$ cat config.mk
export PLATFORM = sky130hd
export DESIGN_NAME = ovh_device_end_flat
export DESIGN_NICKNAME = d
export VERILOG_FILES = /design/src/logic/ovh_pkg.sv /design/src/logic/ovh_if.sv /design/src/logic/ovh_pair_buf.sv /design/src/logic/ovh_device_end.sv /design/src/flat_wrapper.sv
export SDC_FILE = /design/constraint.sdc
export NUM_CORES = 1
export LEC_CHECK = 0
export BUFFER_PORTS_ARGS = -buffer_cell sky130_fd_sc_hd__buf_2
export CORE_MARGIN = 2
export CORE_UTILIZATION = 27
export CTS_BUF_LIST = sky130_fd_sc_hd__clkbuf_8
export CTS_CLUSTER_DIAMETER = 100
export DETAILED_ROUTE_END_ITERATION = 16
export HOLD_SLACK_MARGIN = 0.12
export PLACE_DENSITY = 0.47
export SLEW_MARGIN = 20
export SYNTH_ARGS = -nofsm -noshare
export SYNTH_HDL_FRONTEND = slang
export SYNTH_SLANG_ARGS = --single-unit
export TNS_END_PERCENT = 5
$ cat constraint.sdc
create_clock -name sys_clk -period 6.8 [get_ports sys_clk]
set_clock_uncertainty 0.1 [all_clocks]
set_input_delay 0.68 -clock sys_clk [delete_from_list [all_inputs] [get_ports sys_clk]]
set_output_delay 0.68 -clock sys_clk [all_outputs]
set_load 0.05 [all_outputs]
$ cat src/logic/ovh_pkg.sv
// shared constants for the overhead insertion pair
package ovh_pkg;
  // register offsets on the 8-bit register port
  localparam logic [15:0] OFF_INSERT_CTRL = 16'h1902;
  localparam logic [15:0] OFF_E1_VALUE = 16'h1943;
  localparam logic [15:0] OFF_TRACE_VALUE = 16'h194B;
  localparam logic [15:0] OFF_TRACE_CTRL = 16'h194F;
  localparam logic [15:0] OFF_STATUS = 16'h19FF;
  localparam logic [15:0] OFF_TRACE_BUF = 16'h1B00;
  localparam int TRACE_BUF_DEPTH = 64;

  // field positions
  localparam int ORDERWIRE_SRC_BIT = 4;
  localparam logic [7:0] INSERT_CTRL_RW_MASK = 8'h3F;
  localparam int TRACE_SRC_LSB = 0;
  localparam int TRACE_LEN_LSB = 2;

  // reset values
  localparam logic [7:0] INSERT_CTRL_RESET = 8'h00;
  localparam logic [7:0] E1_VALUE_RESET = 8'h00;
  localparam logic [7:0] TRACE_VALUE_RESET = 8'h00;
  localparam logic [3:0] TRACE_CTRL_RESET = 4'h0;

  // trace source selection
  localparam logic [1:0] SRC_FIXED = 2'h0;
  localparam logic [1:0] SRC_BUFFER = 2'h1;
  localparam logic [1:0] SRC_SOFTWARE = 2'h2;
  localparam logic [1:0] SRC_EXTERNAL = 2'h3;
  localparam logic [7:0] FIXED_TRACE_BYTE = 8'h01;

  // trace message lengths as last buffer index
  localparam logic [5:0] LEN1_LAST = 6'h00;
  localparam logic [5:0] LEN16_LAST = 6'h0F;
  localparam logic [5:0] LEN64_LAST = 6'h3F;

  // link timing
  localparam int SYS_CLK_MHZ = 50;
  localparam int LINK_PERIOD_NS = 160;
  localparam int LINK_HALF_CYCLES = (LINK_PERIOD_NS * SYS_CLK_MHZ) / 2000;
  localparam int WAIT_PERIODS = 16;
  localparam int SLOT_BITS = 8;
  localparam int FIRST_BIT_PERIOD = WAIT_PERIODS + 1;
  localparam int LAST_BIT_PERIOD = FIRST_BIT_PERIOD + SLOT_BITS - 1;
  localparam int FRAME_PERIODS = 64;
endpackage

$ cat src/logic/ovh_if.sv
// serial overhead port between the device and the external insertion logic
`timescale 1ns/1ps
interface ovh_if;
  logic ovh_clk_out;
  logic ovh_slot_enable;
  logic ovh_frame_mark;
  logic ovh_serial_in;
  logic path_ovh_serial_in;
  logic ovh_insert_req;

  modport dev (
    output ovh_clk_out,
    output ovh_slot_enable,
    output ovh_frame_mark,
    input ovh_serial_in,
    input path_ovh_serial_in,
    input ovh_insert_req
  );

  modport ext (
    input ovh_clk_out,
    input ovh_slot_enable,
    input ovh_frame_mark,
    output ovh_serial_in,
    output path_ovh_serial_in,
    output ovh_insert_req
  );
endinterface

$ cat src/logic/ovh_pair_buf.sv
// small ring buffer with valid and ready on both sides
`timescale 1ns/1ps
module ovh_pair_buf #(
  parameter int WIDTH = 16,
  parameter int DEPTH = 2
) (
  input wire logic sys_clk,
  input wire logic arst_n,
  input wire logic in_valid,
  output logic in_ready,
  input wire logic [WIDTH-1:0] in_data,
  output logic out_valid,
  input wire logic out_ready,
  output logic [WIDTH-1:0] out_data
);
  localparam int AW = (DEPTH > 1) ? $clog2(DEPTH) : 1;

  generate
    if (DEPTH < 2 || (DEPTH & (DEPTH - 1)) != 0) begin : g_bad_depth
      $error("depth must be a power of two, two or more");
    end
  endgenerate

  logic [WIDTH-1:0] store_r [DEPTH];
  logic [AW-1:0] wr_ptr_r;
  logic [AW-1:0] rd_ptr_r;
  logic [AW:0] count_r;
  wire push = in_valid && in_ready;
  wire pop = out_valid && out_ready;

  // full and empty straight from the occupancy count
  assign in_ready = (count_r != (AW+1)'(DEPTH));
  assign out_valid = (count_r != '0);
  assign out_data = store_r[rd_ptr_r];

  // storage is written only on a push
  always_ff @(posedge sys_clk) begin
    if (push) begin
      store_r[wr_ptr_r] <= in_data;
    end
  end

  // pointers and occupancy
  always_ff @(posedge sys_clk or negedge arst_n) begin
    if (!arst_n) begin
      wr_ptr_r <= '0;
      rd_ptr_r <= '0;
      count_r <= '0;
    end else begin
      if (push) wr_ptr_r <= wr_ptr_r + 1'b1;
      if (pop) rd_ptr_r <= rd_ptr_r + 1'b1;
      count_r <= count_r + (AW+1)'(push) - (AW+1)'(pop);
    end
  end
endmodule

$ cat src/logic/ovh_device_end.sv
// transmit trace and orderwire byte selection with serial overhead port
// What this block does
// - length field: 00=1, 01=16, else 64 bytes
// - source 01 takes trace byte from buffer
// - source 10 sends software trace value register
// - source 11 takes trace byte from serial port
// - external logic samples enable and frame each rise
// - external waits 16 periods, then drives MSB
// - device latches bit on following falling edge
// - remaining seven bits follow on seven falls
// - trace byte is third overhead byte slot
// - insert request not needed for external source
// - control bit 4 set sends software orderwire
// - source 00 sends constant 0x01
// - software writes first message byte lowest location
// - bit 4 clear takes orderwire from path port
`timescale 1ns/1ps
module ovh_device_end #(
  parameter int HALF_PERIOD = ovh_pkg::LINK_HALF_CYCLES,
  parameter int FRAME_PERIODS = ovh_pkg::FRAME_PERIODS
) (
  input wire logic sys_clk,
  input wire logic arst_n,
  ovh_if.dev link,
  input wire logic reg_wr,
  input wire logic reg_rd,
  input wire logic [15:0] reg_addr,
  input wire logic [7:0] reg_wdata,
  output logic [7:0] reg_rdata,
  output logic reg_rvalid,
  output logic frame_valid,
  input wire logic frame_ready,
  output logic [7:0] frame_trace,
  output logic [7:0] frame_orderwire,
  output logic insert_req_seen
);
  localparam int HW = (HALF_PERIOD > 1) ? $clog2(HALF_PERIOD) : 1;

  generate
    if (HALF_PERIOD < 4 || HALF_PERIOD > 255) begin : g_bad_half
      $error("half period must be 4 to 255 system clocks");
    end
    if (FRAME_PERIODS < ovh_pkg::LAST_BIT_PERIOD + 2 || FRAME_PERIODS > 256) begin : g_bad_frame
      $error("frame must hold the trace slot and fit 256 periods");
    end
  endgenerate

  // last buffer index for a given length code
  function automatic logic [5:0] trace_last(input logic [1:0] len_sel);
    unique case (len_sel)
      2'h0: trace_last = ovh_pkg::LEN1_LAST;
      2'h1: trace_last = ovh_pkg::LEN16_LAST;
      2'h2, 2'h3: trace_last = ovh_pkg::LEN64_LAST;
    endcase
  endfunction

  // software visible state
  logic [7:0] insert_ctrl_r;
  logic [7:0] orderwire_byte_value_r;
  logic [7:0] trace_byte_value_r;
  logic [3:0] trace_ctrl_r;
  logic [7:0] trace_mem [ovh_pkg::TRACE_BUF_DEPTH];
  logic [5:0] trace_ptr_r;

  // link side state
  logic [HW-1:0] half_cnt_r;
  logic lclk_r;
  logic [7:0] period_r;
  logic mark_r;
  logic ser_s1_r;
  logic ser_s2_r;
  logic path_s1_r;
  logic path_s2_r;
  logic ins_s1_r;
  logic ins_s2_r;
  logic [7:0] trace_sh_r;
  logic [7:0] orderwire_sh_r;

  // field views
  wire [1:0] trace_source_sel = trace_ctrl_r[ovh_pkg::TRACE_SRC_LSB +: 2];
  wire [1:0] trace_length_sel = trace_ctrl_r[ovh_pkg::TRACE_LEN_LSB +: 2];
  wire orderwire_src_software = insert_ctrl_r[ovh_pkg::ORDERWIRE_SRC_BIT];
  wire [5:0] trace_last_idx = trace_last(trace_length_sel);

  // address decode
  wire hit_insert_ctrl = (reg_addr == ovh_pkg::OFF_INSERT_CTRL);
  wire hit_e1 = (reg_addr == ovh_pkg::OFF_E1_VALUE);
  wire hit_trace_val = (reg_addr == ovh_pkg::OFF_TRACE_VALUE);
  wire hit_trace_ctrl = (reg_addr == ovh_pkg::OFF_TRACE_CTRL);
  wire hit_status = (reg_addr == ovh_pkg::OFF_STATUS);
  wire hit_buf = (reg_addr[15:6] == ovh_pkg::OFF_TRACE_BUF[15:6]);
  wire [5:0] buf_idx = reg_addr[5:0];

  // read data selection, unmapped addresses read zero
  wire [7:0] rd_sel =
    hit_insert_ctrl ? (insert_ctrl_r & ovh_pkg::INSERT_CTRL_RW_MASK) :
    hit_e1 ? orderwire_byte_value_r :
    hit_trace_val ? trace_byte_value_r :
    hit_trace_ctrl ? {4'h0, trace_ctrl_r} :
    hit_status ? {ins_s2_r, 1'b0, trace_ptr_r} :
    hit_buf ? trace_mem[buf_idx] : 8'h00;

  // control registers written from the register port
  always_ff @(posedge sys_clk or negedge arst_n) begin
    if (!arst_n) begin
      insert_ctrl_r <= ovh_pkg::INSERT_CTRL_RESET;
      orderwire_byte_value_r <= ovh_pkg::E1_VALUE_RESET;
      trace_byte_value_r <= ovh_pkg::TRACE_VALUE_RESET;
      trace_ctrl_r <= ovh_pkg::TRACE_CTRL_RESET;
    end else if (reg_wr) begin
      if (hit_insert_ctrl) insert_ctrl_r <= reg_wdata & ovh_pkg::INSERT_CTRL_RW_MASK;
      if (hit_e1) orderwire_byte_value_r <= reg_wdata;
      if (hit_trace_val) trace_byte_value_r <= reg_wdata;
      if (hit_trace_ctrl) trace_ctrl_r <= reg_wdata[3:0];
    end
  end

  // message buffer, first message byte lives at index zero
  always_ff @(posedge sys_clk) begin
    if (reg_wr && hit_buf) begin
      trace_mem[buf_idx] <= reg_wdata;
    end
  end

  // registered read answer one cycle after the strobe
  always_ff @(posedge sys_clk or negedge arst_n) begin
    if (!arst_n) begin
      reg_rdata <= 8'h00;
      reg_rvalid <= 1'b0;
    end else begin
      reg_rvalid <= reg_rd;
      if (reg_rd) reg_rdata <= rd_sel;
    end
  end

  // link clock divider and period timing
  wire half_tick = (half_cnt_r == HW'(HALF_PERIOD - 1));
  wire fall_ev = half_tick && lclk_r;
  wire at_frame_end = (period_r == 8'(FRAME_PERIODS - 1));
  wire buf_in_ready;
  wire advance = fall_ev && !(at_frame_end && !buf_in_ready);
  wire in_slot = (period_r >= 8'(ovh_pkg::FIRST_BIT_PERIOD)) && (period_r <= 8'(ovh_pkg::LAST_BIT_PERIOD));
  wire slot_done = fall_ev && (period_r == 8'(ovh_pkg::LAST_BIT_PERIOD));

  // the frame waits at its last period while the output buffer is full
  always_ff @(posedge sys_clk or negedge arst_n) begin
    if (!arst_n) begin
      half_cnt_r <= '0;
      lclk_r <= 1'b0;
      period_r <= 8'(FRAME_PERIODS - 1);
      mark_r <= 1'b0;
    end else begin
      half_cnt_r <= half_tick ? '0 : half_cnt_r + 1'b1;
      if (half_tick) lclk_r <= !lclk_r;
      if (advance) begin
        period_r <= at_frame_end ? 8'h00 : period_r + 8'h01;
        mark_r <= at_frame_end;
      end
    end
  end

  assign link.ovh_clk_out = lclk_r;
  assign link.ovh_slot_enable = mark_r;
  assign link.ovh_frame_mark = mark_r;

  // two-flop synchronisers for the incoming pins
  always_ff @(posedge sys_clk or negedge arst_n) begin
    if (!arst_n) begin
      ser_s1_r <= 1'b0;
      ser_s2_r <= 1'b0;
      path_s1_r <= 1'b0;
      path_s2_r <= 1'b0;
      ins_s1_r <= 1'b0;
      ins_s2_r <= 1'b0;
    end else begin
      ser_s1_r <= link.ovh_serial_in;
      ser_s2_r <= ser_s1_r;
      path_s1_r <= link.path_ovh_serial_in;
      path_s2_r <= path_s1_r;
      ins_s1_r <= link.ovh_insert_req;
      ins_s2_r <= ins_s1_r;
    end
  end

  assign insert_req_seen = ins_s2_r;

  // bits are taken at the end of the high phase after each rise, msb first
  always_ff @(posedge sys_clk or negedge arst_n) begin
    if (!arst_n) begin
      trace_sh_r <= 8'h00;
      orderwire_sh_r <= 8'h00;
    end else if (fall_ev && in_slot) begin
      trace_sh_r <= {trace_sh_r[6:0], ser_s2_r};
      orderwire_sh_r <= {orderwire_sh_r[6:0], path_s2_r};
    end
  end

  // complete serial bytes including the bit taken in this cycle
  wire [7:0] ext_trace = {trace_sh_r[6:0], ser_s2_r};
  wire [7:0] ext_orderwire = {orderwire_sh_r[6:0], path_s2_r};

  // external capture depends only on the source field, never the request pin
  wire [7:0] trace_out =
    (trace_source_sel == ovh_pkg::SRC_FIXED) ? ovh_pkg::FIXED_TRACE_BYTE :
    (trace_source_sel == ovh_pkg::SRC_BUFFER) ? trace_mem[trace_ptr_r] :
    (trace_source_sel == ovh_pkg::SRC_SOFTWARE) ? trace_byte_value_r :
    ext_trace;

  wire [7:0] orderwire_out = orderwire_src_software ? orderwire_byte_value_r :
    ext_orderwire;

  // message pointer steps once per frame in buffer mode
  wire ptr_wrap = (trace_ptr_r >= trace_last_idx);
  always_ff @(posedge sys_clk or negedge arst_n) begin
    if (!arst_n) begin
      trace_ptr_r <= 6'h00;
    end else if (slot_done && trace_source_sel == ovh_pkg::SRC_BUFFER) begin
      trace_ptr_r <= ptr_wrap ? 6'h00 : trace_ptr_r + 6'h01;
    end
  end

  // each frame's byte pair goes through the buffer; space was checked at frame start
  ovh_pair_buf #(
    .WIDTH(16),
    .DEPTH(2)
  ) i_ovh_pair_buf (
    .sys_clk(sys_clk),
    .arst_n(arst_n),
    .in_valid(slot_done),
    .in_ready(buf_in_ready),
    .in_data({trace_out, orderwire_out}),
    .out_valid(frame_valid),
    .out_ready(frame_ready),
    .out_data({frame_trace, frame_orderwire})
  );
endmodule

$ cat src/flat_wrapper.sv
// flat-port wrapper written by rule: the top's interface ports become plain ports
module ovh_device_end_flat 
#(
  parameter int HALF_PERIOD = ovh_pkg::LINK_HALF_CYCLES,
  parameter int FRAME_PERIODS = ovh_pkg::FRAME_PERIODS
)
  (sys_clk, arst_n, reg_wr, reg_rd, reg_addr, reg_wdata, reg_rdata, reg_rvalid, frame_valid, frame_ready, frame_trace, frame_orderwire, insert_req_seen, link_ovh_clk_out, link_ovh_slot_enable, link_ovh_frame_mark, link_ovh_serial_in, link_path_ovh_serial_in, link_ovh_insert_req);
  ovh_if link_i ();
  input wire logic sys_clk;
  input wire logic arst_n;
  input wire logic reg_wr;
  input wire logic reg_rd;
  input wire logic [15:0] reg_addr;
  input wire logic [7:0] reg_wdata;
  output logic [7:0] reg_rdata;
  output logic reg_rvalid;
  output logic frame_valid;
  input wire logic frame_ready;
  output logic [7:0] frame_trace;
  output logic [7:0] frame_orderwire;
  output logic insert_req_seen;
  output wire logic [$bits(link_i.ovh_clk_out)-1:0] link_ovh_clk_out;
  output wire logic [$bits(link_i.ovh_slot_enable)-1:0] link_ovh_slot_enable;
  output wire logic [$bits(link_i.ovh_frame_mark)-1:0] link_ovh_frame_mark;
  input wire logic [$bits(link_i.ovh_serial_in)-1:0] link_ovh_serial_in;
  input wire logic [$bits(link_i.path_ovh_serial_in)-1:0] link_path_ovh_serial_in;
  input wire logic [$bits(link_i.ovh_insert_req)-1:0] link_ovh_insert_req;
  assign link_ovh_clk_out = link_i.ovh_clk_out;
  assign link_ovh_slot_enable = link_i.ovh_slot_enable;
  assign link_ovh_frame_mark = link_i.ovh_frame_mark;
  assign link_i.ovh_serial_in = link_ovh_serial_in;
  assign link_i.path_ovh_serial_in = link_path_ovh_serial_in;
  assign link_i.ovh_insert_req = link_ovh_insert_req;
  ovh_device_end #(.HALF_PERIOD(HALF_PERIOD), .FRAME_PERIODS(FRAME_PERIODS)) u_core (.sys_clk(sys_clk), .arst_n(arst_n), .link(link_i), .reg_wr(reg_wr), .reg_rd(reg_rd), .reg_addr(reg_addr), .reg_wdata(reg_wdata), .reg_rdata(reg_rdata), .reg_rvalid(reg_rvalid), .frame_valid(frame_valid), .frame_ready(frame_ready), .frame_trace(frame_trace), .frame_orderwire(frame_orderwire), .insert_req_seen(insert_req_seen));
endmodule
# Yosys cells after proc, flatten, opt, wreduce, memory -nomap -nowiden
# Memory sizes are Yosys's and may differ from the RTL's.
# Cells that the tools add are included.
[classes] n_bitwise=0 add_sub_neg=7 n_eq_ne=15 n_mul=0 magnitude_cmp=3 n_reduce_logical=21 muxes=18 n_shift=0 div=0
[op_table] op="8-bit two-way mux" n=11
[op_table] op="16-bit by 13-bit == test with 1-bit output, second input constant" n=5
[op_table] op="6-bit one-hot mux with 3 select lines" n=1
[op_table] op="10-bit by 7-bit == test with 1-bit output, second input constant" n=1
[op_table] op="1-bit logical AND" n=10
[op_table] op="8-bit by 1-bit adder with 8-bit output, second input constant" n=1
[op_table] op="2-bit == test, second input constant" n=4
[op_table] op="8-bit by 5-bit == test with 1-bit output, second input constant" n=1
[op_table] op="8-bit by 6-bit == test with 1-bit output, second input constant" n=1
[op_table] op="8-bit by 5-bit >= comparator with 1-bit output, second input constant" n=1
[op_table] op="8-bit by 5-bit less-or-equal comparator with 1-bit output, second input constant" n=1
[op_table] op="2-bit AND reduction" n=4
[op_table] op="6-bit by 1-bit adder with 6-bit output, second input constant" n=1
[op_table] op="6-bit >= comparator" n=1
[op_table] op="6-bit two-way mux" n=1
[op_table] op="2-bit by 1-bit == test with 1-bit output, second input constant" n=2
[op_table] op="2-bit logical NOT" n=2
[op_table] op="1-bit two-way mux" n=4
[op_table] op="1-bit logical NOT" n=3
[op_table] op="1-bit adder, second input constant" n=2
[op_table] op="2-bit by 1-bit adder with 2-bit output" n=1
[op_table] op="2-bit by 1-bit adder with 2-bit output, second input constant" n=1
[op_table] op="2-bit two-way mux" n=1
[op_table] op="2-bit != test, second input constant" n=1
[op_table] op="other kinds (3)" n=3
[word_totals] out_inout_bits=30 n_memories=2 latch_bits=0 ramBits=544 mem_bits_ro=0 word_cells=88 input_bits=32 register_bits=77
[memory_table] name="u_core.trace_mem" depth=64 word_bits=8 rd=2 rd_ports_with_merged_regs=0 write_ports=1 line_no="ovh_device_end.sv:62" source="logic [7:0] trace_mem [ovh_pkg::TRACE_BUF_DEPTH];"
[memory_table] name="u_core.i_ovh_pair_buf.store_r" depth=2 word_bits=16 rd=1 rd_ports_with_merged_regs=0 write_ports=1 line_no="ovh_pair_buf.sv:24" source="logic [WIDTH-1:0] store_r [DEPTH];"

# Longest topological paths before layout
# Gate-level depths: netlist of the first run.
[logic_depth] word_depth=7 mapped_depth=11 depth_no_buf=10

# Hierarchy
# From an unflattened synthesis of the first run, not the netlist that was laid out.
[hier_totals] hier_cells=1844 hier_area_um2=29462.0
[modules_own_cells] module="ovh_device_end" area_per_inst_um2=28085.7 cells_per_inst=1772 instances=1 seq_area_each_um2=17209.0
[modules_own_cells] module="ovh_pair_buf" area_per_inst_um2=1376.3 cells_per_inst=72 instances=1 seq_area_each_um2=1061.0

# Least setup slack after synthesis of the first run
# OpenSTA, ideal clock, no wires.
[synth_timing] path_kind="input -> register" from="input port reg_addr[2]" to="memory u_core.trace_mem[57][0] (enable)" path_buffers=4 arrival_ps=2435 path_stages=8 setup_slack_ps=3894 cell_sequence="buf_2 inv_1 buf_2 buf_2 buf_1 and3_1 nand2_1 nor2_1"
[synth_rtl] element="start, declared" line_no="flat_wrapper.sv:13" source="input wire logic [15:0] reg_addr;"
[synth_rtl] element="end, declared" line_no="ovh_device_end.sv:62"
# Straight into the memory's write port.

# Final worst setup path of the first run
[layout_timing] from="register u_core.trace_ptr_r[0]" to="memory u_core.i_ovh_pair_buf.store_r[0][10], data pin"
[layout_via] elab_chain_len=3
[layout_rtl] element="start, declared" line_no="ovh_device_end.sv:63" source="logic [5:0] trace_ptr_r;"
[layout_rtl] element="start signal, assigned" line_no="ovh_device_end.sv:218" source="trace_ptr_r <= ptr_wrap ? 6'h00 : trace_ptr_r + 6'h01;"
[layout_rtl] element="memory read 64 x 8 bit"
[layout_rtl] element="8-bit two-way mux" line_no="ovh_device_end.sv:205" source="(trace_source_sel == ovh_pkg::SRC_BUFFER) ? trace_mem[trace_ptr_r] :"
[layout_rtl] element="8-bit two-way mux" line_no="ovh_device_end.sv:204" source="(trace_source_sel == ovh_pkg::SRC_FIXED) ? ovh_pkg::FIXED_TRACE_BYTE :"
[layout_rtl] element="via u_core.i_ovh_pair_buf.in_data[10]" line_no="ovh_pair_buf.sv:11" source="input wire logic [WIDTH-1:0] in_data,"
[layout_rtl] element="end, declared" line_no="ovh_pair_buf.sv:24"
# The timed path passes the listed nets, and every way through them passes these cells.

==> results, run 1 <==
- The flow ran to the end, and the final reports show no timing, DRC or antenna violations.
- The number of pins exceeding their max-slew limit in the final report is 0.
- The number of stages on the worst setup path is 7.
- The critical-path cell with the highest stage delay is dfrtp_4.
- The pin count of the biggest net entering global routing is 76.
- The number of nets handed over by synthesis was 1,766.
- The count of endpoints failing hold in the final timing report is 0.
- The core box area is 0.107 mm2.
- After synthesis, flip-flops and latches occupy 62.8% of the total area.
- The later-pin clock latency in the skew report is 0.74 ns.
- The number of placed I/O pins is 62.
- The final layout contains 1,856 nets.
- The area growth from synthesis to layout is 13.1%.
- Along the worst path, the maximum fanout reaches 60.
- Setup repair after global routing left no endpoint under its margin.
- The post-synthesis instance total is 1,720.
- Dividing the detail-routed via count by the number of cells gives 5.48.
- In the final layout, the share of cells above drive strength 1 is 31.3%.
- The synthesized design contains 621 register bits.
- The signal on the critical path passes through buf_12 -> mux4_2 -> a22o_1 -> a221oi_1 -> o22ai_1 -> nor3_1 -> o21ai_0.
- The standby leakage power is 0.0106 uW.
- The final route contains 18,100 vias.
- The combined global-route utilization of all metal layers is 17.8%.
- Counting along the longest clock path gives a buffer depth of 3.
- The part of the power in registers is 54.1%.
- For this run, the top clock speed supported by timing is 0.237 GHz.
- The die area is 0.110 mm2.
- In the synthesized netlist, the cells that appear most often are edfxtp_1, mux4_2, mux2_2.
- The transition time of the tightest slew-check pin is 1.09 ns.
- The critical setup path kind is reg2reg.
- The worst setup path is captured at a flip-flop.
- For the finished layout, the period the worst path requires is 4.22 ns.
- The startpoint type of the worst setup path is a flip-flop.
- Once layout is complete, the utilization of the core stands at 30.7%.
- The biggest area contributor in the post-synthesis netlist is edfxtp_1.
- Power spread over the standard cell area amounts to 235 mW/mm2.
- Yosys mapped a number of flops with a built-in enable equal to 544.
- For the worst setup path, the data arrival time is 4.54 ns.
- The DRC violation count after routing is 0.
- The floorplan step set the die width to 332 um.
- The placement-stage cell area is 0.0310 mm2.
- In the final timing run, aggregate negative setup slack is 0 ns.
- The number of different library cells used by synthesis comes to 76.
- The number of buffers and inverters on the critical path is 1.
- The portion of total power attributed to combinational logic is 6.0%.
- The HPWL after detailed placement is 64,300 um.
- The buffer cell driving the clock tree root is clkbuf_8.
- The first-pass detailed-route iteration total is 9.
- After detailed routing, the total wire length is 99,300 um.
- The final global-route overflow total is 0.
- The finished layout cell area is 0.0329 mm2.
- Summed over all nets, the switching power comes to 1920 uW.
- The logic depth of the worst register-to-register path is 7.
- The required time at the endpoint of the critical path is 7.12 ns.
- The classification of the worst-slack hold path is in2reg.
- The post-synthesis async set-or-reset flop share is 12.4%.
- The H-tree was split into 3 levels.
- The cell family contributing the most delay on the critical path is compound AO/OA/AOI/OAI gates.
- The quantity of gates resized following cts is 0.
- In the finished design, the share of the clock period the worst path needs comes to 62.0%.
- By instance count, the leading cell after synthesis is edfxtp_1.
- The initial utilization of the core area, before any placement, comes to 27.2%.
- After synthesis, the mean cell area works out to 16.9 um2.
- The chip height is 332 um.
- The top cell type by area accounts for 56.1% of the synthesized area.
- The count of cells along the worst hold path is 3.
- Port buffering added 61 buffers.
- The initial antenna violation count was 4.
- The site row count is 120.
- After synthesis the cells add up to 0.0291 mm2.
- The clock sink count is 621.
- The worst-case hold slack is 0.208 ns.
- For this run, the leading register cell type out of synthesis is edfxtp_1.
- The worst-case IR drop observed on VDD is 137 uV.
- The filler cell count in the final layout is 10,500.
- Routability-driven placement finished with a final weighted congestion of 0.898.
- Net switching is 24.8% of the power.
- In this run the tightest slew margin relative to its limit is 27.3%.
- The clock tree from TritonCTS is built.
- After detailed routing, the average wire length per cell comes to 30.1 um.
- Yosys printed 0 warnings.
- Counting the buffers created by CTS gives 106.
- The count of maximum capacitance violations is 0.
- After clock tree synthesis, the clock-pin slew on the worst setup and hold paths is 0.06 ns.
- The number of endpoints failing setup at the final stage is 0.
- The detail route stage leaves a number of antenna-violating nets equal to 0.
- Internal power comes to 5820 uW.
- The via count of the first global-routing pass is 18,300.
- The first routing iteration left 2,315 violations.
- The first global-routing pass estimated 141,000 um of wire.
- Total power for the finished layout comes to 7740 uW.
- The clock network accounts for 39.8% of the total power.
- Sorting the synthesized cells by area gives the leading types as edfxtp_1, mux4_2, dfrtp_1, mux2_2, a221oi_1.
- In this design, the stage delay of the slowest critical-path cell is 0.95 ns.
## final timing paths
check                                      start                              endpoint  slack (ns)
min reg2reg                      u_core.ins_s1_r                u_core.insert_req_seen        0.25
min in group asynchronous                 arst_n                 u_core.trace_ptr_r[5]        0.24
max                        u_core.trace_ptr_r[0]  u_core.i_ovh_pair_buf.store_r[0][10]        2.58
max in group asynchronous                 arst_n                  u_core.trace_sh_r[2]        5.20
min                                  frame_ready        u_core.i_ovh_pair_buf.rd_ptr_r        0.21
max reg2reg                u_core.trace_ptr_r[0]  u_core.i_ovh_pair_buf.store_r[0][10]        2.58
## area by class of cell
| type | instances | area (um2) | share of cell area [%] |
|---|---|---|---|
| clock inverter | 81 | 350 | 1.06 |
| clock buffer | 111 | 1530 | 4.64 |
| tap | 1403 | 1760 | 5.34 |
| multi-input combinational | 955 | 10200 | 30.9 |
| antenna | 3 | 7.51 | 0.0228 |
| timing repair buffer | 114 | 764 | 2.32 |
| sequential | 621 | 18300 | 55.5 |
| inverter | 12 | 45.0 | 0.137 |
## per-stage QoR
step | instances | setup WS, ns
after floorplan | 1720 | 3.89
after global placement | 3101 | 2.44
after global routing | 3298 | 2.32
final | 3300 | 2.58
after CTS | 3297 | 2.49
after detailed placement | 3101 | 2.33
## power groups by stage
| stage | Combinational, uW | Sequential, uW | Clock (uW) |
|---|---|---|---|
| final | 467 | 4190 | 3080 |
| after global routing | 491 | 4190 | 3310 |
| after CTS | 466 | 4190 | 3170 |
| after detailed placement | 464 | 4270 | 0 |
| after global placement | 459 | 4270 | 0 |
| after floorplan | 262 | 4250 | 0 |
## cell usage in the layout, fill, tap and decap left out, drive strengths merged, types with 6 or more instances in the layout
master,instances
a221o,17
o221ai,7
a21o,8
a22o,25
inv,46
mux4,207
dfstp,6
ha,14
buf,110
nand4,8
edfxtp,544
o21ai,20
a31oi,9
a22oi,51
nor2b,15
and2,6
clkbuf,111
nand3,25
and3,13
dfrtp,71
a221oi,52
mux2i,40
nand2b,14
mux2,103
a21oi,31
clkinv,46
nand2,62
nor2,99
o22ai,25
nor3,19
## per-layer routing
metal | vias to the layer above | track usage [%] | share of wire, %
met5 | - | 0 | 0
met4 | 0 | 6.06 | 3.4
met3 | 181 | 3.71 | 8.5
met2 | 986 | 27.7 | 46
met1 | 9558 | 24.5 | 42
li1 | 7369 | - | -
## sequential cells by signal, indices dropped and copies added, names as in the netlist, 2 cells and up
signal,flops
u_core.half_cnt_r,2
u_core.i_ovh_pair_buf.count_r,2
u_core.i_ovh_pair_buf.store_r,32
u_core.insert_ctrl_r,6
u_core.orderwire_byte_value_r,8
u_core.orderwire_sh_r,7
u_core.period_r,8
u_core.reg_rdata,8
u_core.trace_byte_value_r,8
u_core.trace_ctrl_r,4
u_core.trace_mem,512
u_core.trace_ptr_r,6
u_core.trace_sh_r,7
## timing repair
item | CTS | global route
hold endpoints to repair | 17 | 0
hold buffers | 4 | 0
buffers inserted | 0 | 0
## worst reg2reg max path: stages (launching register included)
cell      delay [ns]
dfrtp_4         0.95
buf_12          0.47
mux4_2          0.68
a22o_1          0.32
a221oi_1        0.33
o22ai_1         0.26
nor3_1          0.54
o21ai_0         0.26
## cells by family after synthesis
family | Yosys count | share of synthesized area, %
DFF | 621 | 62.8
AOI/OAI and AO/OA | 287 | 7.55
adders and majority gates | 14 | 0.602
muxes | 350 | 21.4
xor gates and xnor gates | 10 | 0.301
and+or+nand+nor | 294 | 5.02
buffers and inverters | 144 | 2.36
Power figures use the tool's default switching activity.
==> run 2, diff against run 1 <==
clock period = 4.1 ns   (was 6.8 ns; I/O delays follow)
==> run 2 against run 1 <==
  * Sequential power grew 66%
  * Total power grew 68%
  * Critical path type unchanged
  * Clock power grew 70%
  * Critical path depth shrank 1
  * Final area grew 3.2%
  * Die area is the same
==> results, run 2 (synthesized netlist as in run 1, its figures left out) <==
- The buffer levels on the longest clock path is 3 (unchanged).
- The last weighted congestion value of the routability-driven placer is 0.939 (+4.6%).
- The final critical path time including I/O delays and setup is 3.81 ns (-0.407 ns).
- In the layout the commonest cells are edfxtp_1, mux4_2, buf_4.
- The filler cell count in the final layout came to 10,400 (-0.77%).
- The part of the power in registers is 53.4% (-0.7 points).
- The final wirelength is 104,000 um (+4.7%).
- The area taken by flip-flops and latches was 0.0183 mm2 (unchanged).
- The cell area power density came to 384 mW/mm2 (+63%).
- The combined global-route utilization of all metal layers was 18.5% (+0.78 points).
- The number of DRC markers in iteration 0 came to 2,728 (+18%).
- The quantity of gates resized following cts is 0 (unchanged).
- The detailed-route wire length per cell is 30.4 um (+0.93%).
- The required time at the endpoint of the critical path is 4.45 ns (-2.67 ns).
- The largest fanout of any net on the critical path was 20 (-67%).
- The number of pins exceeding their max-slew limit in the final report is 0 (unchanged).
- The footprint of the multi-input gates is 0.0102 mm2 (about the same).
- The arrival time at the worst endpoint was 4.16 ns (-0.38 ns).
- The initial antenna violation count came to 2 (-2).
- The clock-pin slew of the registers on the worst-case setup and hold paths is 0.06 ns (about the same).
- The net total in the final layout came to 1,976 (+6.5%).
- The total via count in the routed design came to 19,000 (+5.2%).
- The routed via count divided by cell count is 5.56 (+1.4%).
- The number of nets still failing antenna checks after routing is 0 (unchanged).
- The count of endpoints failing hold in the final timing report came to 0 (unchanged).
- The worst setup timing slack at the placement stage is 0.346 ns (-1.98 ns).
- The number of stages on the worst setup path is 6 (-1).
- The layout cell share with drive strength beyond 1 came to 34.8% (+3.4 points).
- The maximum single-stage delay on the critical path was 0.74 ns (-0.21 ns).
- The core box area is 0.107 mm2 (unchanged).
- The flip-flop count of the largest register after layout is 512 (unchanged).
- The DRC violation count after routing is 0 (unchanged).
- The transition time of the tightest slew-check pin was 1.09 ns (+0.00122 ns).
- The worst setup path is launched from a flip-flop.
- The highest clock frequency the design can meet is 0.262 GHz (+11%).
- The cell-internal power is 9750 uW (+68%).
- The pin count of the biggest net entering global routing came to 78 (+2.6%).
- The net switching fraction of the power is 25.2% (+0.36 points).
- The number of placed I/O pins is 62 (unchanged).
- The worst hold path begins at reg_wdata[2].
- The critical path goes through buf_4 -> mux4_2 -> a221oi_1 -> o22ai_1 -> nor3_1 -> o21ai_0.
- The period utilization came to 93.0% (+31 points).
- The capturing element type of the critical path is a flip-flop.
- The critical path is of the reg2reg type.
- Broken down by cell family, the worst path's largest delay share belongs to compound AO/OA/AOI/OAI gates.
- The TritonCTS buffer count is 106 (unchanged).
- The run finished with clean final reports.
- The count of cells along the worst hold path is 1 (-2).
- The via count of the first global-routing pass came to 18,900 (+3.2%).
- The path class of the tightest hold or removal check is in2reg.
- The post-route non-filler standard cell count is 3,424 (+3.8%).
- The number of endpoints failing setup at the final stage is 0 (unchanged).
- The clock network fraction of design power is 40.2% (+0.4 points).
- The largest voltage drop on the vdd net is 218 uV (+59%).
- The portion of total power attributed to combinational logic is 6.4% (+0.4 points).
- u_core.trace_mem holds more flip-flops than any other register.
- The relative slew slack is 27.5% (+0.19 points).
- The logic depth of the worst register-to-register path is 6 (-1).
- The die boundary width is 332 um (unchanged).
- The standby leakage power was 0.0112 uW (+6.0%).
- The buffer cell driving the clock tree root is clkbuf_8.
- The setup slack of the most critical reg-to-reg path is 0.29 ns (-2.29 ns).
- The area growth from synthesis to layout is 16.7%.
- The setup slack of the critical path after layout is 0.288 ns (-2.29 ns).
- The first-pass GRT wire length is 147,000 um (+4.1%).
- The number of placed cells counting well taps is 3,213 (+3.6%).
- The detailed placer's ending HPWL is 70,800 um (+10%).
- The count of input and output buffers is 61 (unchanged).
- TritonCTS built the clock tree.
- The number of buffers inserted for hold repair after clock tree synthesis came to 12 (+8).
- The total negative slack came to 0 ns (unchanged).
- Setup repair after global routing left no endpoint under its margin.
- The effective utilization at floorplan is 27.2% (unchanged).
- The clock sink count is 621 (unchanged).
- The library cell used most frequently in the layout, excluding fill and tap cells, is edfxtp_1.
- The post-layout total power is 13,000 uW (+68%).
- The number of H-tree levels is 3 (unchanged).
- The chip height is 332 um (unchanged).
- The largest registers in the layout are u_core.trace_mem x512, u_core.i_ovh_pair_buf.store_r x32.
- The number of buffers and inverters on the critical path was 1 (unchanged).
- The critical path starts at u_core.trace_ptr_r[0].
- In this run the critical register-to-register path is launched from u_core.trace_ptr_r[0].
- The count of maximum capacitance violations is 0 (unchanged).
- The later-pin clock latency in the skew report is 0.77 ns (+0.03 ns).
- The first-pass detailed-route iteration total is 5 (-4).
- The site row count was 120 (unchanged).
- The switching power summed over all nets is 3280 uW (+71%).
- The final global-route overflow total is 0 (unchanged).
- On the critical path, the stage with the largest delay is an instance of dfrtp_4.
- The number of buffers inserted by post-CTS setup repair is 0 (unchanged).
- The die area came to 0.110 mm2 (unchanged).
==> run 2: per-layer routing <==
metal / wire length (um) / up-vias / global-route usage (%)
met5: 0 / - / 0
met4: 3330 / 0 / 6.09
met3: 9090 / 203 / 4.33
met2: 46400 / 1072 / 27.9
met1: 45200 / 10100 / 26.3
li1: - / 7625 / -
==> run 2: final timing paths <==
check | to
max | u_core.i_ovh_pair_buf.store_r[0][15]
min reg2reg | u_core.insert_req_seen
min in group asynchronous | u_core.reg_rdata[5]
max reg2reg | u_core.i_ovh_pair_buf.store_r[0][15]
max in group asynchronous | u_core.trace_ptr_r[0]
min | u_core.trace_mem[11][2]
==> run 2: power by group through the flow <==
stage / Clock [uW] / Combinational, uW / Sequential (uW)
2_1_floorplan: 0 / 435 / 7060
3_3_place_gp: 0 / 814 / 7090
3_5_place_dp: 0 / 820 / 7090
4_1_cts: 5370 / 830 / 6960
5_1_grt: 5660 / 873 / 6960
6_report: 5240 / 839 / 6960
==> run 2: final cells by class <==
type / count / area share [%]
multi-input cells: 955 / 29.9
well taps: 1403 / 5.17
clock inverters: 88 / 1.26
repair buffers: 234 / 5.23
diodes: 1 / 0.00737
clock buffers: 110 / 4.46
flip-flops and latches: 621 / 53.8
inverters: 12 / 0.133
==> run 2: worst reg2reg max path, stage by stage (launching register included) <==
cell	delay (ns)
dfrtp_4	0.74
buf_4	0.38
mux4_2	0.56
a221oi_1	0.62
o22ai_1	0.37
nor3_1	0.52
o21ai_0	0.24
==> run 2: metrics by stage <==
step | hold slack [ns] | instance area (um2) | utilization [%]
2_1_floorplan | 0.0144 | 29100 | -
3_3_place_gp | 0.236 | 31900 | 29.8
3_5_place_dp | 0.235 | 31900 | 29.8
4_1_cts | 0.132 | 34000 | 31.7
5_1_grt | 0.168 | 34000 | 31.7
6_report | 0.169 | 34000 | 31.7
==> run 3, diff against run 2 <==
CORE_UTILIZATION = 41   (was 27)
PLACE_DENSITY = 0.62   (was 0.47)
REMOVE_ABC_BUFFERS = 1   (was not set)
==> run 3 against run 2 <==
  * Register-to-register slack better by 0.24 ns
  * Clock power shrank 5.2%
  * Routed wire length is 13% lower
  * Via count down 2.2%
  * Largest power group unchanged
  * Highest routed layer unchanged
==> results, run 3 (synthesized netlist as in run 1, its figures left out) <==
- The count of endpoints failing hold in the final timing report is 0 (unchanged).
- The initial antenna violation count was 1 (-1).
- The largest voltage drop on the vdd net is 227 uV (+4.0%).
- The later-pin clock latency in the skew report is 0.75 ns (-0.02 ns).
- The standby leakage power was 0.0111 uW (-0.98%).
- The total via count in the routed design is 18,600 (-2.2%).
- The detailed-route wire length per cell was 30.7 um (+1.0%).
- The logic depth of the worst register-to-register path is 6 (unchanged).
- The net total in the final layout is 1,956 (-1.0%).
- The cell area power density came to 384 mW/mm2 (about the same).
- The classification of the worst-slack hold path is in2async.
- The DRC violation count after routing is 0 (unchanged).
- The largest fanout of any net on the critical path was 27 (+35%).
- The setup slack of the most critical reg-to-reg path is 0.52 ns (+0.24 ns).
- STA classifies the critical path endpoint as a flip-flop.
- The net switching fraction of the power was 24.5% (-0.72 points).
- The placement-stage cell area is 0.0311 mm2 (-2.4%).
- The required time at the endpoint of the critical path came to 4.45 ns (about the same).
- The combined global-route utilization of all metal layers was 24.5% (+6.0 points).
- The cell family contributing the most delay on the critical path is compound AO/OA/AOI/OAI gates.
- The effective utilization at floorplan is 41.5% (+14 points).
- The post-layout total power came to 12,700 uW (-2.5%).
- The buffer levels on the longest clock path is 3 (unchanged).
- The clock-pin slew of the registers on the worst-case setup and hold paths is 0.06 ns (about the same).
- The number of buffers inserted by post-CTS setup repair is 0 (unchanged).
- The detailed placer's ending HPWL came to 60,400 um (-15%).
- The number of pins exceeding their max-slew limit in the final report was 0 (unchanged).
- The count of maximum capacitance violations is 0 (unchanged).
- The launch instance of the worst register-to-register path is u_core.trace_ptr_r[0].
- The number of buffers and inverters on the critical path is 1 (unchanged).
- The flip-flop count of the largest register after layout is 512 (unchanged).
- The relative slew slack is 25.6% (-1.9 points).
- The clock network fraction of design power is 39.1% (-1.1 points).
- The highest clock frequency the design can meet is 0.280 GHz (+6.6%).
- The clock sink count came to 621 (unchanged).
- The number of buffers inserted for hold repair after clock tree synthesis is 12 (unchanged).
- The number of nets still failing antenna checks after routing came to 0 (unchanged).
- The quantity of gates resized following cts is 0 (unchanged).
- Traced cell by cell, the critical path runs through buf_12 -> mux4_2 -> a221oi_1 -> o22ai_1 -> nor3_1 -> o21ai_0.
- The die boundary width is 270 um (-19%).
- The switching power summed over all nets is 3110 uW (-5.3%).
- The TritonCTS buffer count came to 102 (-3.8%).
- The pin count of the biggest net entering global routing came to 78 (unchanged).
- The cell-internal power is 9600 uW (-1.6%).
- The flow ran to the end, and the final reports show no timing, DRC or antenna violations.
- The count of input and output buffers is 61 (unchanged).
- The portion of total power attributed to combinational logic is 6.2% (-0.2 points).
- The last weighted congestion value of the routability-driven placer is 0.922 (-1.9%).
- The number of placed I/O pins was 62 (unchanged).
- The clock tree from TritonCTS is built.
- The first-pass GRT wire length came to 131,000 um (-11%).
- The final wirelength is 90,100 um (-13%).
- The largest register by flop count is u_core.trace_mem.
- The period utilization is 87.2% (-5.8 points).
- The buffer cell driving the clock tree root is clkbuf_8.
- The critical-path cell with the highest stage delay is dfrtp_4.
- The area growth from synthesis to layout is 13.8%.
- The total negative slack is 0 ns (unchanged).
- The core box area is 0.0701 mm2 (-34%).
- The via count of the first global-routing pass came to 18,700 (-1.3%).
- The number of H-tree levels is 3 (unchanged).
- The die area is 0.0731 mm2 (-34%).
- The chip height is 270 um (-19%).
- The finished layout cell area is 0.0331 mm2 (-2.5%).
- Setup repair after global routing left no endpoint under its margin.
- The first-pass detailed-route iteration total is 6 (+1).
- The number of endpoints failing setup at the final stage was 0 (unchanged).
- The maximum single-stage delay on the critical path is 0.83 ns (+0.09 ns).
- Leaving out fill and tap cells, the most frequent cells in the layout are edfxtp_1, mux4_2, buf_4.
- The transition time of the tightest slew-check pin came to 1.12 ns (+0.0284 ns).
- The final global-route overflow total came to 0 (unchanged).
- The critical setup path kind is reg2reg.
- The final critical path time including I/O delays and setup came to 3.58 ns (-0.236 ns).
- The capture instance of the worst register-to-register path is u_core.i_ovh_pair_buf.store_r[0][15].
- The largest registers in the layout are u_core.trace_mem x512, u_core.i_ovh_pair_buf.store_r x32.
- The part of the power in registers is 54.7% (+1.3 points).
- The layout cell share with drive strength beyond 1 is 33.6% (-1.2 points).
- The routed via count divided by cell count is 6.34 (+14%).
- The most critical setup path has its startpoint at u_core.trace_ptr_r[0].
- The site row count came to 97 (-19%).
- The startpoint type of the worst setup path is a flip-flop.
- The arrival time at the worst endpoint came to 3.92 ns (-0.24 ns).
- The most frequent standard cell in the layout excluding fill and tap cells is edfxtp_1.
- The number of DRC markers in iteration 0 was 2,414 (-12%).
run 3: worst max-delay path by stage:
stage,cells past startpoint,slack (ns),to
after global placement,8,0.57,u_core.reg_rdata[5]
after detailed placement,8,0.56,u_core.reg_rdata[5]
after global routing,6,0.45,u_core.i_ovh_pair_buf.store_r[1][10]
final,6,0.52,u_core.i_ovh_pair_buf.store_r[0][15]
after floorplan,8,-2.82,u_core.trace_ptr_r[0]
after CTS,6,0.64,u_core.i_ovh_pair_buf.store_r[0][9]
run 3: per-stage QoR:
| stage | worst slack (ns) | cells | hold slack (ns) | utilization [%] |
|---|---|---|---|---|
| floorplan | -2.82 | 1588 | 0.0144 | - |
| global placement | 0.565 | 2733 | 0.242 | 44.4 |
| detailed placement | 0.555 | 2733 | 0.237 | 44.4 |
| CTS | 0.639 | 2933 | 0.127 | 47.2 |
| global route | 0.450 | 2935 | 0.126 | 47.2 |
| finish | 0.524 | 2936 | 0.110 | 47.2 |
run 3: per-layer routing:
| metal | up-vias | track usage (%) | share of wire [%] |
|---|---|---|---|
| met2 | 1112 | 38.0 | 47 |
| met3 | 188 | 5.33 | 9.7 |
| li1 | 7572 | - | - |
| met5 | - | 0 | 0 |
| met4 | 0 | 9.52 | 3.9 |
| met1 | 9736 | 33.9 | 40 |
run 3: cell type report:
class,instances,area (um2)
multi-input cells,955,10200
well taps,940,1180
flip-flops and latches,621,18300
inverters,12,45.0
clock inverters,81,369
diodes,2,5.00
fillers,6088,37000
repair buffers,218,1620
clock buffers,107,1470
run 3: power groups by stage:
stage / clock network (uW) / registers (uW) / logic [uW]
after floorplan: 0 / 7080 / 328
after global placement: 0 / 7080 / 757
after detailed placement: 0 / 7080 / 766
after CTS: 5050 / 6950 / 778
after global routing: 5330 / 6950 / 821
final: 4970 / 6950 / 788
run 3: worst reg2reg max path, delay by kind of cell, from the launching register on:
family | cells | cell delay (ns)
compound gates | 3 | 1.15
buf+inv | 1 | 0.38
mux | 1 | 0.56
simple gates | 1 | 0.27
flops | 1 | 0.83
